[src/cab_defines.vh]
`ifndef CAB_DEFINES_VH
`define CAB_DEFINES_VH

// ==========================================================
// Operation codes
`define CAB_OP_NOP        5'h00
`define CAB_OP_ADD        5'h01
`define CAB_OP_ADD_CARRY  5'h02
`define CAB_OP_SUB        5'h03
`define CAB_OP_SUB_CARRY  5'h04
`define CAB_OP_SUB_IMM    5'h05
`define CAB_OP_SUB_IMM_C  5'h06
`define CAB_OP_ADD_IMM_W  5'h07
`define CAB_OP_SUB_IMM_W  5'h08
`define CAB_OP_AND        5'h09
`define CAB_OP_AND_IMM    5'h0a
`define CAB_OP_OR         5'h0b
`define CAB_OP_OR_IMM     5'h0c
`define CAB_OP_EOR        5'h0d
`define CAB_OP_CLR_BITS   5'h0e
`define CAB_OP_SET_BITS   5'h0f
`define CAB_OP_TEST       5'h10
`define CAB_OP_MUL_U      5'h11
`define CAB_OP_MUL_S      5'h12
`define CAB_OP_MUL_SU     5'h13
`define CAB_OP_FRAC_U     5'h14
`define CAB_OP_FRAC_S     5'h15
`define CAB_OP_FRAC_SU    5'h16
`define CAB_OP_IND_JUMP   5'h17
`define CAB_OP_IND_CALL   5'h18

// ==========================================================
// Status flag bit positions
`define CAB_FLAG_C 0
`define CAB_FLAG_Z 1
`define CAB_FLAG_N 2
`define CAB_FLAG_V 3
`define CAB_FLAG_S 4
`define CAB_FLAG_H 5

// ==========================================================
// Cycle counts, all-ones mask and reset values
`define CAB_CYC_ONE   2'h1
`define CAB_CYC_WORD  2'h2
`define CAB_CYC_MUL   2'h2
`define CAB_CYC_JUMP  2'h2
`define CAB_CYC_CALL  2'h3
`define CAB_ALL_ONES  8'hff
`define CAB_RST_BYTE  8'h00
`define CAB_RST_WORD  16'h0000

`endif

[src/cab_mult.v]
`timescale 1ns/100ps
// ==========================================================
// 8x8 multiplier with per-operand signedness
module cab_mult
(
   // Operands
   input wire [7:0] a,
   input wire [7:0] b,
   input wire a_signed,
   input wire b_signed,
   // Result
   output wire [15:0] product
);

   wire signed [8:0] a_ext;
   wire signed [8:0] b_ext;
   wire signed [17:0] full;

   // Nine-bit extension lets one signed multiplier cover all mixes
   assign a_ext = {a_signed & a[7], a};
   assign b_ext = {b_signed & b[7], b};
   assign full = a_ext * b_ext;
   assign product = full[15:0];

endmodule // cab_mult

[src/cab_exec_unit.v]
`timescale 1ns/100ps
`include "cab_defines.vh"
// ==========================================================
// Arithmetic, logic, multiply and indirect branch execution
module cab_exec_unit
(
   // Clock and reset
   input wire clock,
   input wire rst_b,
   // Request from the decoder
   input wire start,
   input wire [4:0] opcode,
   input wire [7:0] rd_val,
   input wire [7:0] rr_val,
   input wire [7:0] imm,
   input wire [15:0] pair_val,
   input wire [15:0] zptr,
   input wire [15:0] pc_cur,
   input wire [7:0] flags_in,
   output wire ready,
   output reg done,
   // Register file writes
   output reg rd_we,
   output reg [7:0] rd_data,
   output reg pair_we,
   output reg [15:0] pair_data,
   output reg prod_we,
   output reg [15:0] prod_data,
   // Program counter and stack
   output reg pc_we,
   output reg [15:0] pc_data,
   output reg push_we,
   output reg [15:0] push_data,
   // Status flags
   output reg [7:0] flag_we,
   output reg [7:0] flag_data
);

   reg [7:0] r8;
   reg [16:0] w17;
   reg [8:0] s9;
   reg [15:0] prod_adj;
   reg [7:0] fl;
   reg [7:0] fm;
   reg [1:0] cyc;
   reg wr8;
   reg wr16;
   reg wrp;
   reg wpc;
   reg mul_as;
   reg mul_bs;
   reg frac;
   reg [1:0] cnt_r;
   reg [1:0] cnt_nxt;
   reg [4:0] pend_r;
   reg [7:0] pend_fm_r;
   wire [15:0] prod_raw;
   wire cin;
   wire accept;

   assign cin = flags_in[`CAB_FLAG_C];
   assign ready = (cnt_r == 2'h0);
   assign accept = start & ready;

   // ==========================================================
   // Multiplier
   cab_mult u_mult
   (
      .a(rd_val),
      .b(rr_val),
      .a_signed(mul_as),
      .b_signed(mul_bs),
      .product(prod_raw)
   );

   // ==========================================================
   // Operation decode and flag generation
   always @*
   begin
      r8 = `CAB_RST_BYTE;
      w17 = 17'h00000;
      s9 = 9'h000;
      prod_adj = `CAB_RST_WORD;
      fl = flags_in;
      fm = 8'h00;
      cyc = `CAB_CYC_ONE;
      wr8 = 1'b0;
      wr16 = 1'b0;
      wrp = 1'b0;
      wpc = 1'b0;
      mul_as = 1'b0;
      mul_bs = 1'b0;
      frac = 1'b0;
      case (opcode)
         `CAB_OP_ADD, `CAB_OP_ADD_CARRY:
         begin
            s9 = {1'b0, rd_val} + {1'b0, rr_val} +
               {8'h00, cin & (opcode == `CAB_OP_ADD_CARRY)};
            r8 = s9[7:0];
            wr8 = 1'b1;
            fl[`CAB_FLAG_C] = s9[8];
            fl[`CAB_FLAG_H] = (rd_val[3] & rr_val[3]) |
               (rr_val[3] & ~r8[3]) | (~r8[3] & rd_val[3]);
            fl[`CAB_FLAG_V] = (rd_val[7] & rr_val[7] & ~r8[7]) |
               (~rd_val[7] & ~rr_val[7] & r8[7]);
            fl[`CAB_FLAG_N] = r8[7];
            fl[`CAB_FLAG_Z] = (r8 == 8'h00);
            fm = 8'h2f;
         end
         `CAB_OP_SUB, `CAB_OP_SUB_CARRY, `CAB_OP_SUB_IMM,
         `CAB_OP_SUB_IMM_C:
         begin
            // Immediate forms take the constant in place of Rr
            if (opcode == `CAB_OP_SUB_IMM || opcode == `CAB_OP_SUB_IMM_C)
               s9[7:0] = imm;
            else
               s9[7:0] = rr_val;
            fm[7:0] = s9[7:0];
            s9 = {1'b0, rd_val} - {1'b0, fm} -
               {8'h00, cin & (opcode == `CAB_OP_SUB_CARRY ||
               opcode == `CAB_OP_SUB_IMM_C)};
            r8 = s9[7:0];
            wr8 = 1'b1;
            fl[`CAB_FLAG_C] = s9[8];
            fl[`CAB_FLAG_H] = (~rd_val[3] & fm[3]) | (fm[3] & r8[3]) |
               (r8[3] & ~rd_val[3]);
            fl[`CAB_FLAG_V] = (rd_val[7] & ~fm[7] & ~r8[7]) |
               (~rd_val[7] & fm[7] & r8[7]);
            fl[`CAB_FLAG_N] = r8[7];
            // Carry forms keep Z chained so multi-byte compares work
            if (opcode == `CAB_OP_SUB_CARRY || opcode == `CAB_OP_SUB_IMM_C)
               fl[`CAB_FLAG_Z] = (r8 == 8'h00) & flags_in[`CAB_FLAG_Z];
            else
               fl[`CAB_FLAG_Z] = (r8 == 8'h00);
            fm = 8'h2f;
         end
         `CAB_OP_ADD_IMM_W, `CAB_OP_SUB_IMM_W:
         begin
            if (opcode == `CAB_OP_ADD_IMM_W)
               w17 = {1'b0, pair_val} + {11'h000, imm[5:0]};
            else
               w17 = {1'b0, pair_val} - {11'h000, imm[5:0]};
            wr16 = 1'b1;
            cyc = `CAB_CYC_WORD;
            fl[`CAB_FLAG_C] = w17[16];
            if (opcode == `CAB_OP_ADD_IMM_W)
               fl[`CAB_FLAG_V] = ~pair_val[15] & w17[15];
            else
               fl[`CAB_FLAG_V] = pair_val[15] & ~w17[15];
            fl[`CAB_FLAG_N] = w17[15];
            fl[`CAB_FLAG_Z] = (w17[15:0] == 16'h0000);
            fl[`CAB_FLAG_S] = w17[15] ^ fl[`CAB_FLAG_V];
            fm = 8'h1f;
         end
         `CAB_OP_AND, `CAB_OP_AND_IMM, `CAB_OP_OR, `CAB_OP_OR_IMM,
         `CAB_OP_EOR, `CAB_OP_CLR_BITS, `CAB_OP_SET_BITS, `CAB_OP_TEST:
         begin
            case (opcode)
               `CAB_OP_AND: r8 = rd_val & rr_val;
               `CAB_OP_AND_IMM: r8 = rd_val & imm;
               `CAB_OP_OR: r8 = rd_val | rr_val;
               `CAB_OP_OR_IMM: r8 = rd_val | imm;
               `CAB_OP_EOR: r8 = rd_val ^ rr_val;
               `CAB_OP_CLR_BITS: r8 = rd_val & (`CAB_ALL_ONES - imm);
               `CAB_OP_SET_BITS: r8 = rd_val | imm;
               default: r8 = rd_val & rd_val;
            endcase
            wr8 = 1'b1;
            fl[`CAB_FLAG_V] = 1'b0;
            fl[`CAB_FLAG_N] = r8[7];
            fl[`CAB_FLAG_Z] = (r8 == 8'h00);
            fm = 8'h0e;
         end
         `CAB_OP_MUL_U, `CAB_OP_MUL_S, `CAB_OP_MUL_SU, `CAB_OP_FRAC_U,
         `CAB_OP_FRAC_S, `CAB_OP_FRAC_SU:
         begin
            mul_as = (opcode == `CAB_OP_MUL_S) | (opcode == `CAB_OP_MUL_SU) |
               (opcode == `CAB_OP_FRAC_S) | (opcode == `CAB_OP_FRAC_SU);
            mul_bs = (opcode == `CAB_OP_MUL_S) | (opcode == `CAB_OP_FRAC_S);
            frac = (opcode == `CAB_OP_FRAC_U) | (opcode == `CAB_OP_FRAC_S) |
               (opcode == `CAB_OP_FRAC_SU);
            if (frac)
               prod_adj = {prod_raw[14:0], 1'b0};
            else
               prod_adj = prod_raw;
            wrp = 1'b1;
            cyc = `CAB_CYC_MUL;
            // Carry is the product's top bit before any shift
            fl[`CAB_FLAG_C] = prod_raw[15];
            fl[`CAB_FLAG_Z] = (prod_adj == 16'h0000);
            fm = 8'h03;
         end
         `CAB_OP_IND_JUMP:
         begin
            wpc = 1'b1;
            cyc = `CAB_CYC_JUMP;
         end
         `CAB_OP_IND_CALL:
         begin
            wpc = 1'b1;
            cyc = `CAB_CYC_CALL;
         end
         default:
         begin
            cyc = `CAB_CYC_ONE;
         end
      endcase
   end

   // ==========================================================
   // Busy counter: data lands at accept, strobes at the last cycle
   always @*
   begin
      cnt_nxt = cnt_r;
      if (accept)
         cnt_nxt = cyc - 2'h1;
      else if (cnt_r != 2'h0)
         cnt_nxt = cnt_r - 2'h1;
   end

   always @(posedge clock or negedge rst_b)
   begin
      if (!rst_b)
      begin
         cnt_r <= 2'h0;
         pend_r <= 5'h00;
         pend_fm_r <= 8'h00;
         done <= 1'b0;
         rd_we <= 1'b0;
         pair_we <= 1'b0;
         prod_we <= 1'b0;
         pc_we <= 1'b0;
         push_we <= 1'b0;
         flag_we <= 8'h00;
         rd_data <= `CAB_RST_BYTE;
         pair_data <= `CAB_RST_WORD;
         prod_data <= `CAB_RST_WORD;
         pc_data <= `CAB_RST_WORD;
         push_data <= `CAB_RST_WORD;
         flag_data <= `CAB_RST_BYTE;
      end
      else
      begin
         cnt_r <= cnt_nxt;
         done <= 1'b0;
         rd_we <= 1'b0;
         pair_we <= 1'b0;
         prod_we <= 1'b0;
         pc_we <= 1'b0;
         push_we <= 1'b0;
         flag_we <= 8'h00;
         if (accept)
         begin
            rd_data <= r8;
            pair_data <= w17[15:0];
            prod_data <= prod_adj;
            pc_data <= zptr;
            push_data <= pc_cur + 16'h0001;
            flag_data <= fl;
            pend_r <= {opcode == `CAB_OP_IND_CALL, wpc, wrp, wr16, wr8};
            pend_fm_r <= fm;
         end
         // Strobes fire on the final cycle of the operation
         if ((accept && cyc == `CAB_CYC_ONE) || cnt_r == 2'h1)
         begin
            done <= 1'b1;
            if (accept)
            begin
               rd_we <= wr8;
               flag_we <= fm;
            end
            else
            begin
               rd_we <= pend_r[0];
               pair_we <= pend_r[1];
               prod_we <= pend_r[2];
               pc_we <= pend_r[3];
               push_we <= pend_r[4];
               flag_we <= pend_fm_r;
            end
         end
      end
   end

endmodule // cab_exec_unit

[config.mk]
export PLATFORM = sky130hd
export DESIGN_NAME = cab_exec_unit
export DESIGN_NICKNAME = d
export VERILOG_FILES = /design/src/cab_mult.v /design/src/cab_exec_unit.v
export VERILOG_INCLUDE_DIRS = /design/src
export SDC_FILE = /design/constraint.sdc
export NUM_CORES = 1
export LEC_CHECK = 0
export ABC_AREA = 1
export BUFFER_PORTS_ARGS = -buffer_cell sky130_fd_sc_hd__buf_2
export CORE_UTILIZATION = 55
export DETAILED_ROUTE_END_ITERATION = 16
export GPL_ROUTABILITY_DRIVEN = 0
export HOLD_SLACK_MARGIN = 0.05
export PLACE_DENSITY = 0.77
export SETUP_SLACK_MARGIN = 0.02
export SYNTH_ARGS = -nofsm -noshare
export SYNTH_HDL_FRONTEND = slang
export SYNTH_SLANG_ARGS = --single-unit
[constraint.sdc]
create_clock -name clock -period 2.2 [get_ports clock]
set_input_delay 0.44 -clock clock [delete_from_list [all_inputs] [get_ports clock]]
set_output_delay 0.44 -clock clock [all_outputs]
set_load 0.005 [all_outputs]
==> reports/metrics.yaml, run 1 <==
status: "did not finish"
lastStage: "global routing"
stop_error: "[ERROR GRT-0232] Routing congestion too high. Check the congestion heatmap in the GUI."
synthDistinctLibCells: 49
synth-edff-count: 0
die_y_um: 143
ys_ff_latch: 109
rows: 51
dpl.hpwl_mm: 27.7
grt_use_total: 0.881
floorplan.initialDensity: 0.561
syn-cell-area_mm2: 0.0109
async_flop_share: 1.00
hold_buffers: 0
synthCells: 1573
numCtsBuffers: 9
io_pins: 183
die_w_um: 143
grt_max_degree: 81
seq_area_frac_synth: 0.250
cts_max_level: 3
yosys_warnings: 0
cts_root_buf: "clkbuf_16"
synth.net_count: 1809
placed_cells: 2257
portBuffers: 182
clock_path_buffers: 2
ys.flop_type: "dfrtp_1"
clkSinkCount: 109
worstEndpointType: "sequential cell input"
overflow: 382
worst_endpoint: "flag_data[1]$_DFFE_PN0P_/D"
syn_avg_cell_area_um2: 6.94
==> cells in the mapped netlist, types with 3 or more instances <==
cell type,number,share of area
fa_1,69,0.13
nand3b_1,10,0.0069
ha_1,79,0.091
nand2_2,9,0.0052
nand4_1,26,0.015
inv_2,10,0.0034
inv_1,279,0.096
a31oi_1,6,0.0034
o22ai_1,3,0.0017
clkbuf_1,36,0.012
a221oi_1,3,0.0024
nor3_1,15,0.0069
nand3_2,7,0.0064
nor2_4,4,0.0041
xor2_1,18,0.014
xnor2_1,15,0.012
o211ai_1,3,0.0021
nand2_1,504,0.17
o21ai_0,79,0.036
a21oi_1,38,0.017
a22o_1,6,0.0048
nor2_1,101,0.035
buf_6,3,0.0031
o21ai_1,6,0.0027
nand3_1,101,0.046
dfrtp_1,109,0.25
nor2_2,6,0.0034
==> routing by layer <==
layer | GRT overflow | GRT usage
met5 | 5 | 0.596
met4 | 121 | 0.934
met3 | 25 | 0.779
met2 | 203 | 0.989
met1 | 28 | 0.862
==> kinds of logic after synthesis <==
logic type | Yosys count | share of synthesized area
AO/OA/AOI/OAI | 157 | 0.0803
XOR/XNOR | 33 | 0.0265
adder cells (fa/ha/maj) | 148 | 0.217
buffers and inverters | 334 | 0.118
flip-flops | 109 | 0.250
AND/OR/NAND/NOR | 792 | 0.309
==> repair_timing <==
action	CTS
endpoints found under the setup margin	43
gates resized for setup	258
pin swaps	110
buffers inserted	92
gates cloned	1
==> per-stage QoR <==
| step | setup WS [ns] | cell area [um2] | utilization | TNS (ns) |
|---|---|---|---|---|
| 4_1_cts | -2.58 | 16500 | 0.849 | -36.58 |
| 3_3_place_gp | -3.05 | 14500 | 0.745 | -62.97 |
| 3_5_place_dp | -3.17 | 14500 | 0.745 | -66.47 |
| 2_1_floorplan | -2.66 | 11400 | - | -38.12 |
==> inputs of run 2 (changes only) <==
- CORE_UTILIZATION: 55 -> 40
- HOLD_SLACK_MARGIN: 0.05 -> unset
- PLACE_DENSITY: 0.77 -> unset
- PLACE_DENSITY_LB_ADDON: unset -> 0.15
- SETUP_SLACK_MARGIN: 0.02 -> unset
==> reports/metrics.yaml, run 2 <==
cts_max_level: 3
dieArea_mm2: 0.0280
grt_max_degree: 70
fin_crit_sh: 2.28
clkTransAtPathRegs_ns: 0.07
insertion_delay_ns: 0.34
portBuffers: 182
drtPass1Iterations: 5
synth_common_cells: "nand2_1, inv_1, dfrtp_1"
finalPower_w: 0.0139
grt_pass1_wl_mm: 56.4
layout_commonest_cell: "nand2_1"
final_util: 0.642
antenna_found_initial: 0
power_density_mw_per_mm2: 808
path_max_fanout: 5
die_w_um: 167
overflow: 0
critPathTopFamily: "adder cells"
slew_headroom: 0.615
avgRoutedWirePerCell_um: 14.9
ff2ff_setup_slack_ns: 0.29
drtIter0Drc: 816
clock_path_buffers: 2
floorplan.initialDensity: 0.406
seq_area_frac_synth: 0.250
drv_slew: 0
setup_slack_ns: -2.81
r2r_cells: 9
critPathKind: "in -> reg"
max-cap-violations: 0
coreArea_mm2: 0.0269
path_depth: 31
syn_avg_cell_area_um2: 6.94
syn-cell-area_mm2: 0.0109
syn2layout_area_growth_pct: 58.1
wl_mm: 36.2
clkSinkCount: 109
violations: "setup timing"
period_needed_ns: 5.01
ir_worst_vdd_mv: 0.588
worst-endpoint-required_ns: 2.48
hp-class: "in -> async"
slowest_delay_ns: 0.56
clock_skew_ns: 0.00617
hold_buffers: 0
critPathLaunchType: "input pin"
r2r-start: "cnt_r[0]"
io_pins: 183
drive_gt1_frac: 0.436
synthCells: 1573
worst_slew_pin_slew_ns: 0.578
path_buf_inv: 7
grt_use_total: 0.250
grt_pass1_vias: 11400
yosys_warnings: 0
nNetsFinal: 2316
r2r-end: "flag_we[0]"
mostFrequentLayoutCells: "nand2_1, buf_4, inv_1"
worst_setup_path_end_kind: "flip-flop"
cts_tree: "built"
synth-edff-count: 0
rsz0062_at_grt: "true"
setup_tns_ns: -44.67
ys_ff_latch: 109
synth.net_count: 1809
ant_nets: 0
yosys.area.top_type: "dfrtp_1"
setup_viol: 44
avgViaCountPerCell: 4.93
total_leakage_power_nw: 9.46
fmax_ghz: 0.200
yosysMostFrequentCell: "nand2_1"
drc: 0
status: "finished with violations"
synthDistinctLibCells: 49
dpl.hpwl_mm: 27.8
netlist.area_leader.share: 0.250
antenna-diode-count: 0
rows: 60
critPathSlowestCell: "fa_1"
vias: 12000
hold_viol_final: 0
die_y_um: 167
ys.flop_type: "dfrtp_1"
cts_root_buf: "clkbuf_16"
async_flop_share: 1.00
cp.arrival_ns: 5.28
numCtsBuffers: 9
synthTopCellsByArea: "dfrtp_1, nand2_1, fa_1"
run 2: worst max-delay path by stage:
stage | from | endpoint
after floorplan | opcode[2] | flag_data[1]
after global placement | opcode[2] | flag_data[1]
after detailed placement | opcode[1] | flag_data[1]
after CTS | opcode[2] | flag_data[1]
after global routing | opcode[3] | flag_data[1]
final | opcode[3] | flag_data[1]
run 2: cells by family (layout without fill, tap and decap cells):
group / count (synthesis) / after routing / share of synthesized area
AOI/OAI and AO/OA: 157 / 157 / 0.0803
and+or+nand+nor: 792 / 792 / 0.309
adders and majority gates: 148 / 148 / 0.217
DFF: 109 / 109 / 0.250
xor gates and xnor gates: 33 / 33 / 0.0265
buffers and inverters: 334 / 846 / 0.118
run 2: power by group:
group | total (W) | switching, W | internal, W
clock network | 0.00150 | 0.000724 | 0.000772
registers | 0.00308 | 0.000351 | 0.00273
logic | 0.00937 | 0.00483 | 0.00454
total | 0.0139 | 0.00590 | 0.00804
run 2: through the flow:
stage / worst slack (ns) / instances / cell area, um2 / hold slack, ns
after floorplan: -2.66 / 1573 / 11400 / 0.144
after global placement: -3.16 / 2339 / 14600 / 0.456
after detailed placement: -3.22 / 2339 / 14600 / 0.460
after CTS: -2.73 / 2409 / 16300 / 0.107
after global routing: -3.08 / 2426 / 17300 / 0.120
final: -2.81 / 2426 / 17300 / 0.0852
run 2: layer usage:
| layer | global-route usage | routed length (um) | up-vias |
|---|---|---|---|
| met5 | 0 | 0 | - |
| li1 | - | - | 5920 |
| met1 | 0.349 | 16900 | 5630 |
| met4 | 0.0650 | 794 | 0 |
| met2 | 0.405 | 16700 | 354 |
| met3 | 0.0347 | 1850 | 55 |
run 2: area by class of cell:
cell class	instances	area (um2)
multi-input cells	1130	8620
fillers	2290	9610
clock inverters	5	37.5
flip-flops and latches	109	2730
well taps	341	427
repair buffers	539	4090
inverters	291	1130
clock buffers	11	233
run 2: repair_timing:
item,in CTS,in global routing
setup endpoints to repair,47,61
pin swaps,104,114
buffers inserted,62,32
resized for setup,256,219
(Power assumes the default switching activity.)
==> inputs of run 3 (changes only) <==
- CTS_BUF_LIST: unset -> sky130_fd_sc_hd__clkbuf_4 sky130_fd_sc_hd__clkbuf_8 sky130_fd_sc_hd__clkbuf_16
- PLACE_DENSITY: unset -> 0.63
- PLACE_DENSITY_LB_ADDON: 0.15 -> unset
- TNS_END_PERCENT: unset -> 20
==> reports/metrics.yaml, run 3 (synthesis results as in run 2) <==
violations: "setup timing"
grt_use_total: 0.254
slew_headroom: 0.692
path_buf_inv: 6
dpl.hpwl_mm: 28.6
clock_skew_ns: 0.00842
grt_max_degree: 86
max-cap-violations: 0
hp-class: "in -> async"
final-instance-count-excl-fill: 2382
numCtsBuffers: 9
avgRoutedWirePerCell_um: 14.7
mostFrequentLayoutCells: "nand2_1, buf_4, inv_1"
nNetsFinal: 2272
critPathSlowestCell: "fa_1"
layout_commonest_cell: "nand2_1"
cp.arrival_ns: 5.21
r2r_cells: 7
coreArea_mm2: 0.0269
syn2layout_area_growth_pct: 44.9
vias: 11700
placed_cells: 2345
fmax_ghz: 0.203
cts_max_level: 3
avgViaCountPerCell: 4.89
overflow: 0
drc: 0
grt_pass1_wl_mm: 57.0
n_fill_cell: 2462
rows: 60
worst-endpoint-required_ns: 2.49
drtIter0Drc: 838
ir_worst_vdd_mv: 0.615
rsz0062_at_grt: "true"
dieArea_mm2: 0.0280
clkSinkCount: 109
multiInputGateArea_mm2: 0.00774
r2r-start: "cnt_r[0]"
critPathKind: "in -> reg"
finalPower_w: 0.0135
drtPass1Iterations: 5
setup_slack_ns: -2.72
r2r-end: "pair_data[7]"
critPathTopFamily: "adder cells"
cts_tree: "built"
cpMostUsedCell: "fa_1"
portBuffers: 182
power_density_mw_per_mm2: 854
clock_path_buffers: 2
die_w_um: 167
fin_crit_sh: 2.24
ant_nets: 0
wl_mm: 35.1
holdWs_ns: 0.0132
worst_slew_pin_slew_ns: 0.462
insertion_delay_ns: 0.35
drive_gt1_frac: 0.348
grt_pass1_vias: 11600
status: "finished with violations"
regArea_mm2: 0.00273
die_y_um: 167
io_pins: 183
ff2ff_setup_slack_ns: 0.20
slowest_delay_ns: 0.52
total_leakage_power_nw: 8.98
antenna_found_initial: 2
drv_slew: 0
setup_viol: 40
worst_setup_path_end_kind: "flip-flop"
period_needed_ns: 4.92
hold_viol_final: 0
path_max_fanout: 5
floorplan.initialDensity: 0.406
cts_root_buf: "clkbuf_16"
critPathLaunchType: "input pin"
clkTransAtPathRegs_ns: 0.07
run 3: layer usage:
| layer | track usage | routed length [um] | vias up |
|---|---|---|---|
| li1 | - | - | 5823 |
| met1 | 0.321 | 15200 | 5463 |
| met2 | 0.445 | 17000 | 306 |
| met3 | 0.0336 | 1760 | 65 |
| met4 | 0.0897 | 1080 | 2 |
| met5 | 0 | 13 | - |
run 3: worst max path at each step:
stage / startpoint / to / slack (ns) / depth (start not counted)
floorplan: opcode[2] / flag_data[1] / -2.67 / 30
global placement: opcode[2] / flag_data[1] / -3.13 / 31
detailed placement: opcode[2] / flag_data[1] / -3.22 / 31
CTS: opcode[3] / flag_data[1] / -2.62 / 29
global route: opcode[3] / flag_data[1] / -2.90 / 30
finish: opcode[3] / flag_data[1] / -2.72 / 28
run 3: per-stage QoR:
step,util,TNS (ns),area [um2],worst slack (ns)
after detailed placement,0.540,-68.26,14500,-3.22
after floorplan,-,-44.97,11100,-2.67
after global routing,0.589,-52.73,15800,-2.90
final,0.589,-45.66,15800,-2.72
after global placement,0.540,-66.17,14500,-3.13
after CTS,0.567,-46.22,15200,-2.62
run 3: power by group:
part / internal, W / leakage, nW / total [W] / switching, W
registers: 0.00273 / 1.42 / 0.00308 / 0.000355
clock network: 0.000784 / 0.135 / 0.00154 / 0.000752
logic: 0.00418 / 7.42 / 0.00889 / 0.00471
run 3: layout make-up:
cell class              count  share of cell area
inverters                 291              0.0706
clock buffers               9              0.0142
diodes                      1            0.000158
well taps                 341              0.0270
multi-input cells        1130               0.489
flip-flops and latches    109               0.172
clock inverters             6             0.00372
repair buffers            495               0.223
run 3: worst register-to-register path, cell delays in order, from the launching register on:
cell	delay [ns]
dfrtp_1	0.39
inv_1	0.06
ha_1	0.27
nand2_4	0.13
buf_12	0.30
nor2_1	0.16
inv_1	0.37
o21ai_0	0.18
run 3: repair_timing:
item                                    4_1_cts  5_1_grt
gates resized for setup                      98      154
buffers inserted                             15        9
hold buffers                                  0        0
pin swaps                                    43       62
endpoints found under the setup margin       48       62
==> inputs of run 4 (changes only) <==
- ABC_AREA: 1 -> unset
- PLACE_DENSITY: 0.63 -> 0.64
==> reports/metrics.yaml, run 4 <==
layout_commonest_cell: "buf_4"
violations: "setup timing"
grt_pass1_vias: 9750
final-instance-count-excl-fill: 1926
mostFrequentLayoutCells: "buf_4, nand2_1, buf_2"
drtIter0Drc: 867
cpMostUsedCell: "fa_1"
numCtsBuffers: 9
clkSinkCount: 109
grt_use_total: 0.254
syn_avg_cell_area_um2: 8.49
dpl.hpwl_mm: 26.2
clock_skew_ns: 0.00430
ir_worst_vdd_mv: 0.604
total_leakage_power_nw: 7.30
portBuffers: 182
syn-cell-area_mm2: 0.0100
floorplan.initialDensity: 0.409
cts_tree: "built"
max-cap-violations: 0
rsz0062_at_grt: "true"
synthDistinctLibCells: 67
die_w_um: 160
slowest_delay_ns: 0.52
nNetsFinal: 1833
critPathLaunchType: "input pin"
syn2layout_area_growth_pct: 43.8
path_max_fanout: 2
hp-class: "in -> async"
drive_gt1_frac: 0.380
dpl_worst_slack_ns: -3.43
setup_slack_ns: -2.94
clkTransAtPathRegs_ns: 0.07
netlist.area_leader.share: 0.273
insertion_delay_ns: 0.34
critPathKind: "in -> reg"
yosys_warnings: 0
cp_cell_sequence: "buf_8 > buf_6 > nand2b_4 > o22ai_4 > nand3_4 > nand2b_4 > fa_1 > fa_1 > inv_2 > fa_1 > fa_1 > inv_1 > fa_1 > inv_2 > ha_4 > buf_4 > o2111ai_2 > nand3_2 > o41ai_4 > o21ai_1 > xnor2_1 > nand2b_1 > o21ai_1 > a22o_1"
cts_max_level: 3
worst_setup_path_end_kind: "flip-flop"
drtPass1Iterations: 6
ant_nets: 0
avgRoutedWirePerCell_um: 16.8
overflow: 0
yosysMostFrequentCell: "nand2_1"
setup_viol: 40
cp.arrival_ns: 5.37
fmax_ghz: 0.195
ys.flop_type: "dfrtp_1"
rows: 57
critPathSlowestCell: "fa_1"
die_y_um: 160
path_buf_inv: 6
synth_common_cells: "nand2_1, inv_1, dfrtp_1"
async_flop_share: 1.00
slew_headroom: 0.633
synthTopCellsByArea: "dfrtp_1, fa_1, ha_1"
synthCells: 1178
clock_path_buffers: 2
hold_viol_final: 0
drc: 0
setup_tns_ns: -51.82
power_density_mw_per_mm2: 874
avgViaCountPerCell: 5.17
n_fill_cell: 2165
drv_slew: 0
cts_root_buf: "clkbuf_16"
dieArea_mm2: 0.0257
yosys.area.top_type: "dfrtp_1"
io_pins: 183
placed_cells: 1901
seq_area_frac_synth: 0.273
critPathTopFamily: "adder cells"
antenna_found_initial: 1
grt_pass1_wl_mm: 51.3
wl_mm: 32.4
status: "finished with violations"
synth.net_count: 1414
coreArea_mm2: 0.0245
worst_slew_pin_slew_ns: 0.543
worst-endpoint-required_ns: 2.43
synth-edff-count: 0
vias: 9948
ys_ff_latch: 109
grt_max_degree: 68
period_needed_ns: 5.14
fin_crit_sh: 2.34
[run 4: where the power goes]
group	switching [W]	internal, W	leakage (nW)
registers	0.000339	0.00270	1.43
clock network	0.000707	0.000795	0.127
logic	0.00398	0.00405	5.74
total	0.00503	0.00754	7.30
[run 4: metrics by stage]
step / area, um2 / hold WS, ns / total power (W) / utilization
6_report: 14400 / 0.0986 / 0.0126 / 0.588
5_1_grt: 14400 / 0.127 / 0.0136 / 0.588
4_1_cts: 14200 / 0.111 / 0.0122 / 0.579
3_5_place_dp: 13300 / 0.450 / 0.00988 / 0.543
3_3_place_gp: 13300 / 0.442 / 0.00970 / 0.543
2_1_floorplan: 10200 / 0.144 / 0.00674 / -
[run 4: kinds of logic (layout without fill, tap and decap cells)]
kind of cell,after synthesis,in the layout,synth area share
compound gates,241,241,0.153
xor+xnor,59,59,0.0516
fa+ha+maj,148,148,0.237
buf+inv,183,606,0.0720
flops,109,109,0.273
mux,13,13,0.0134
other cells,0,1,0
simple gates,425,425,0.201
[run 4: area by class of cell]
class	count	area (um2)	share of cell area
clock buffers	10	239	0.0166
repair buffers	459	3160	0.220
flip-flops and latches	109	2730	0.190
clock inverters	5	36.3	0.00252
multi-input cells	886	7320	0.509
inverters	132	495	0.0344
well taps	324	405	0.0282
diodes	1	2.50	0.000174
[run 4: timing repair]
action | CTS | global route
resized for setup | 124 | 55
hold buffers | 0 | 0
buffers inserted | 7 | 4
pin swaps | 48 | 23
setup endpoints to repair | 42 | 42
hold endpoints to repair | 0 | 0
[run 4: final timing paths]
path | from | to | slack [ns] | cells after the start
worst max-delay path | opcode[0] | prod_data[15] | -2.94 | 24
worst min-delay path | rst_b | flag_we[6] | 0.1 | 2
worst max register to register | cnt_r[0] | flag_data[0] | 0.22 | 7
worst min register to register | pair_data[3] | pair_data[3] | 0.46 | 2
max in group asynchronous | rst_b | flag_data[7] | 1.63 | 2
min in group clock | zptr[13] | pc_data[13] | 0.28 | 3
[run 4: layer usage]
| layer | track usage | vias to the layer above | part of all wire | wire length [um] |
|---|---|---|---|---|
| li1 | - | 4791 | - | - |
| met1 | 0.344 | 4651 | 0.44 | 14200 |
| met2 | 0.404 | 423 | 0.46 | 14800 |
| met3 | 0.0506 | 83 | 0.076 | 2470 |
| met4 | 0.0848 | 0 | 0.030 | 979 |
| met5 | 0 | - | 0 | 0 |
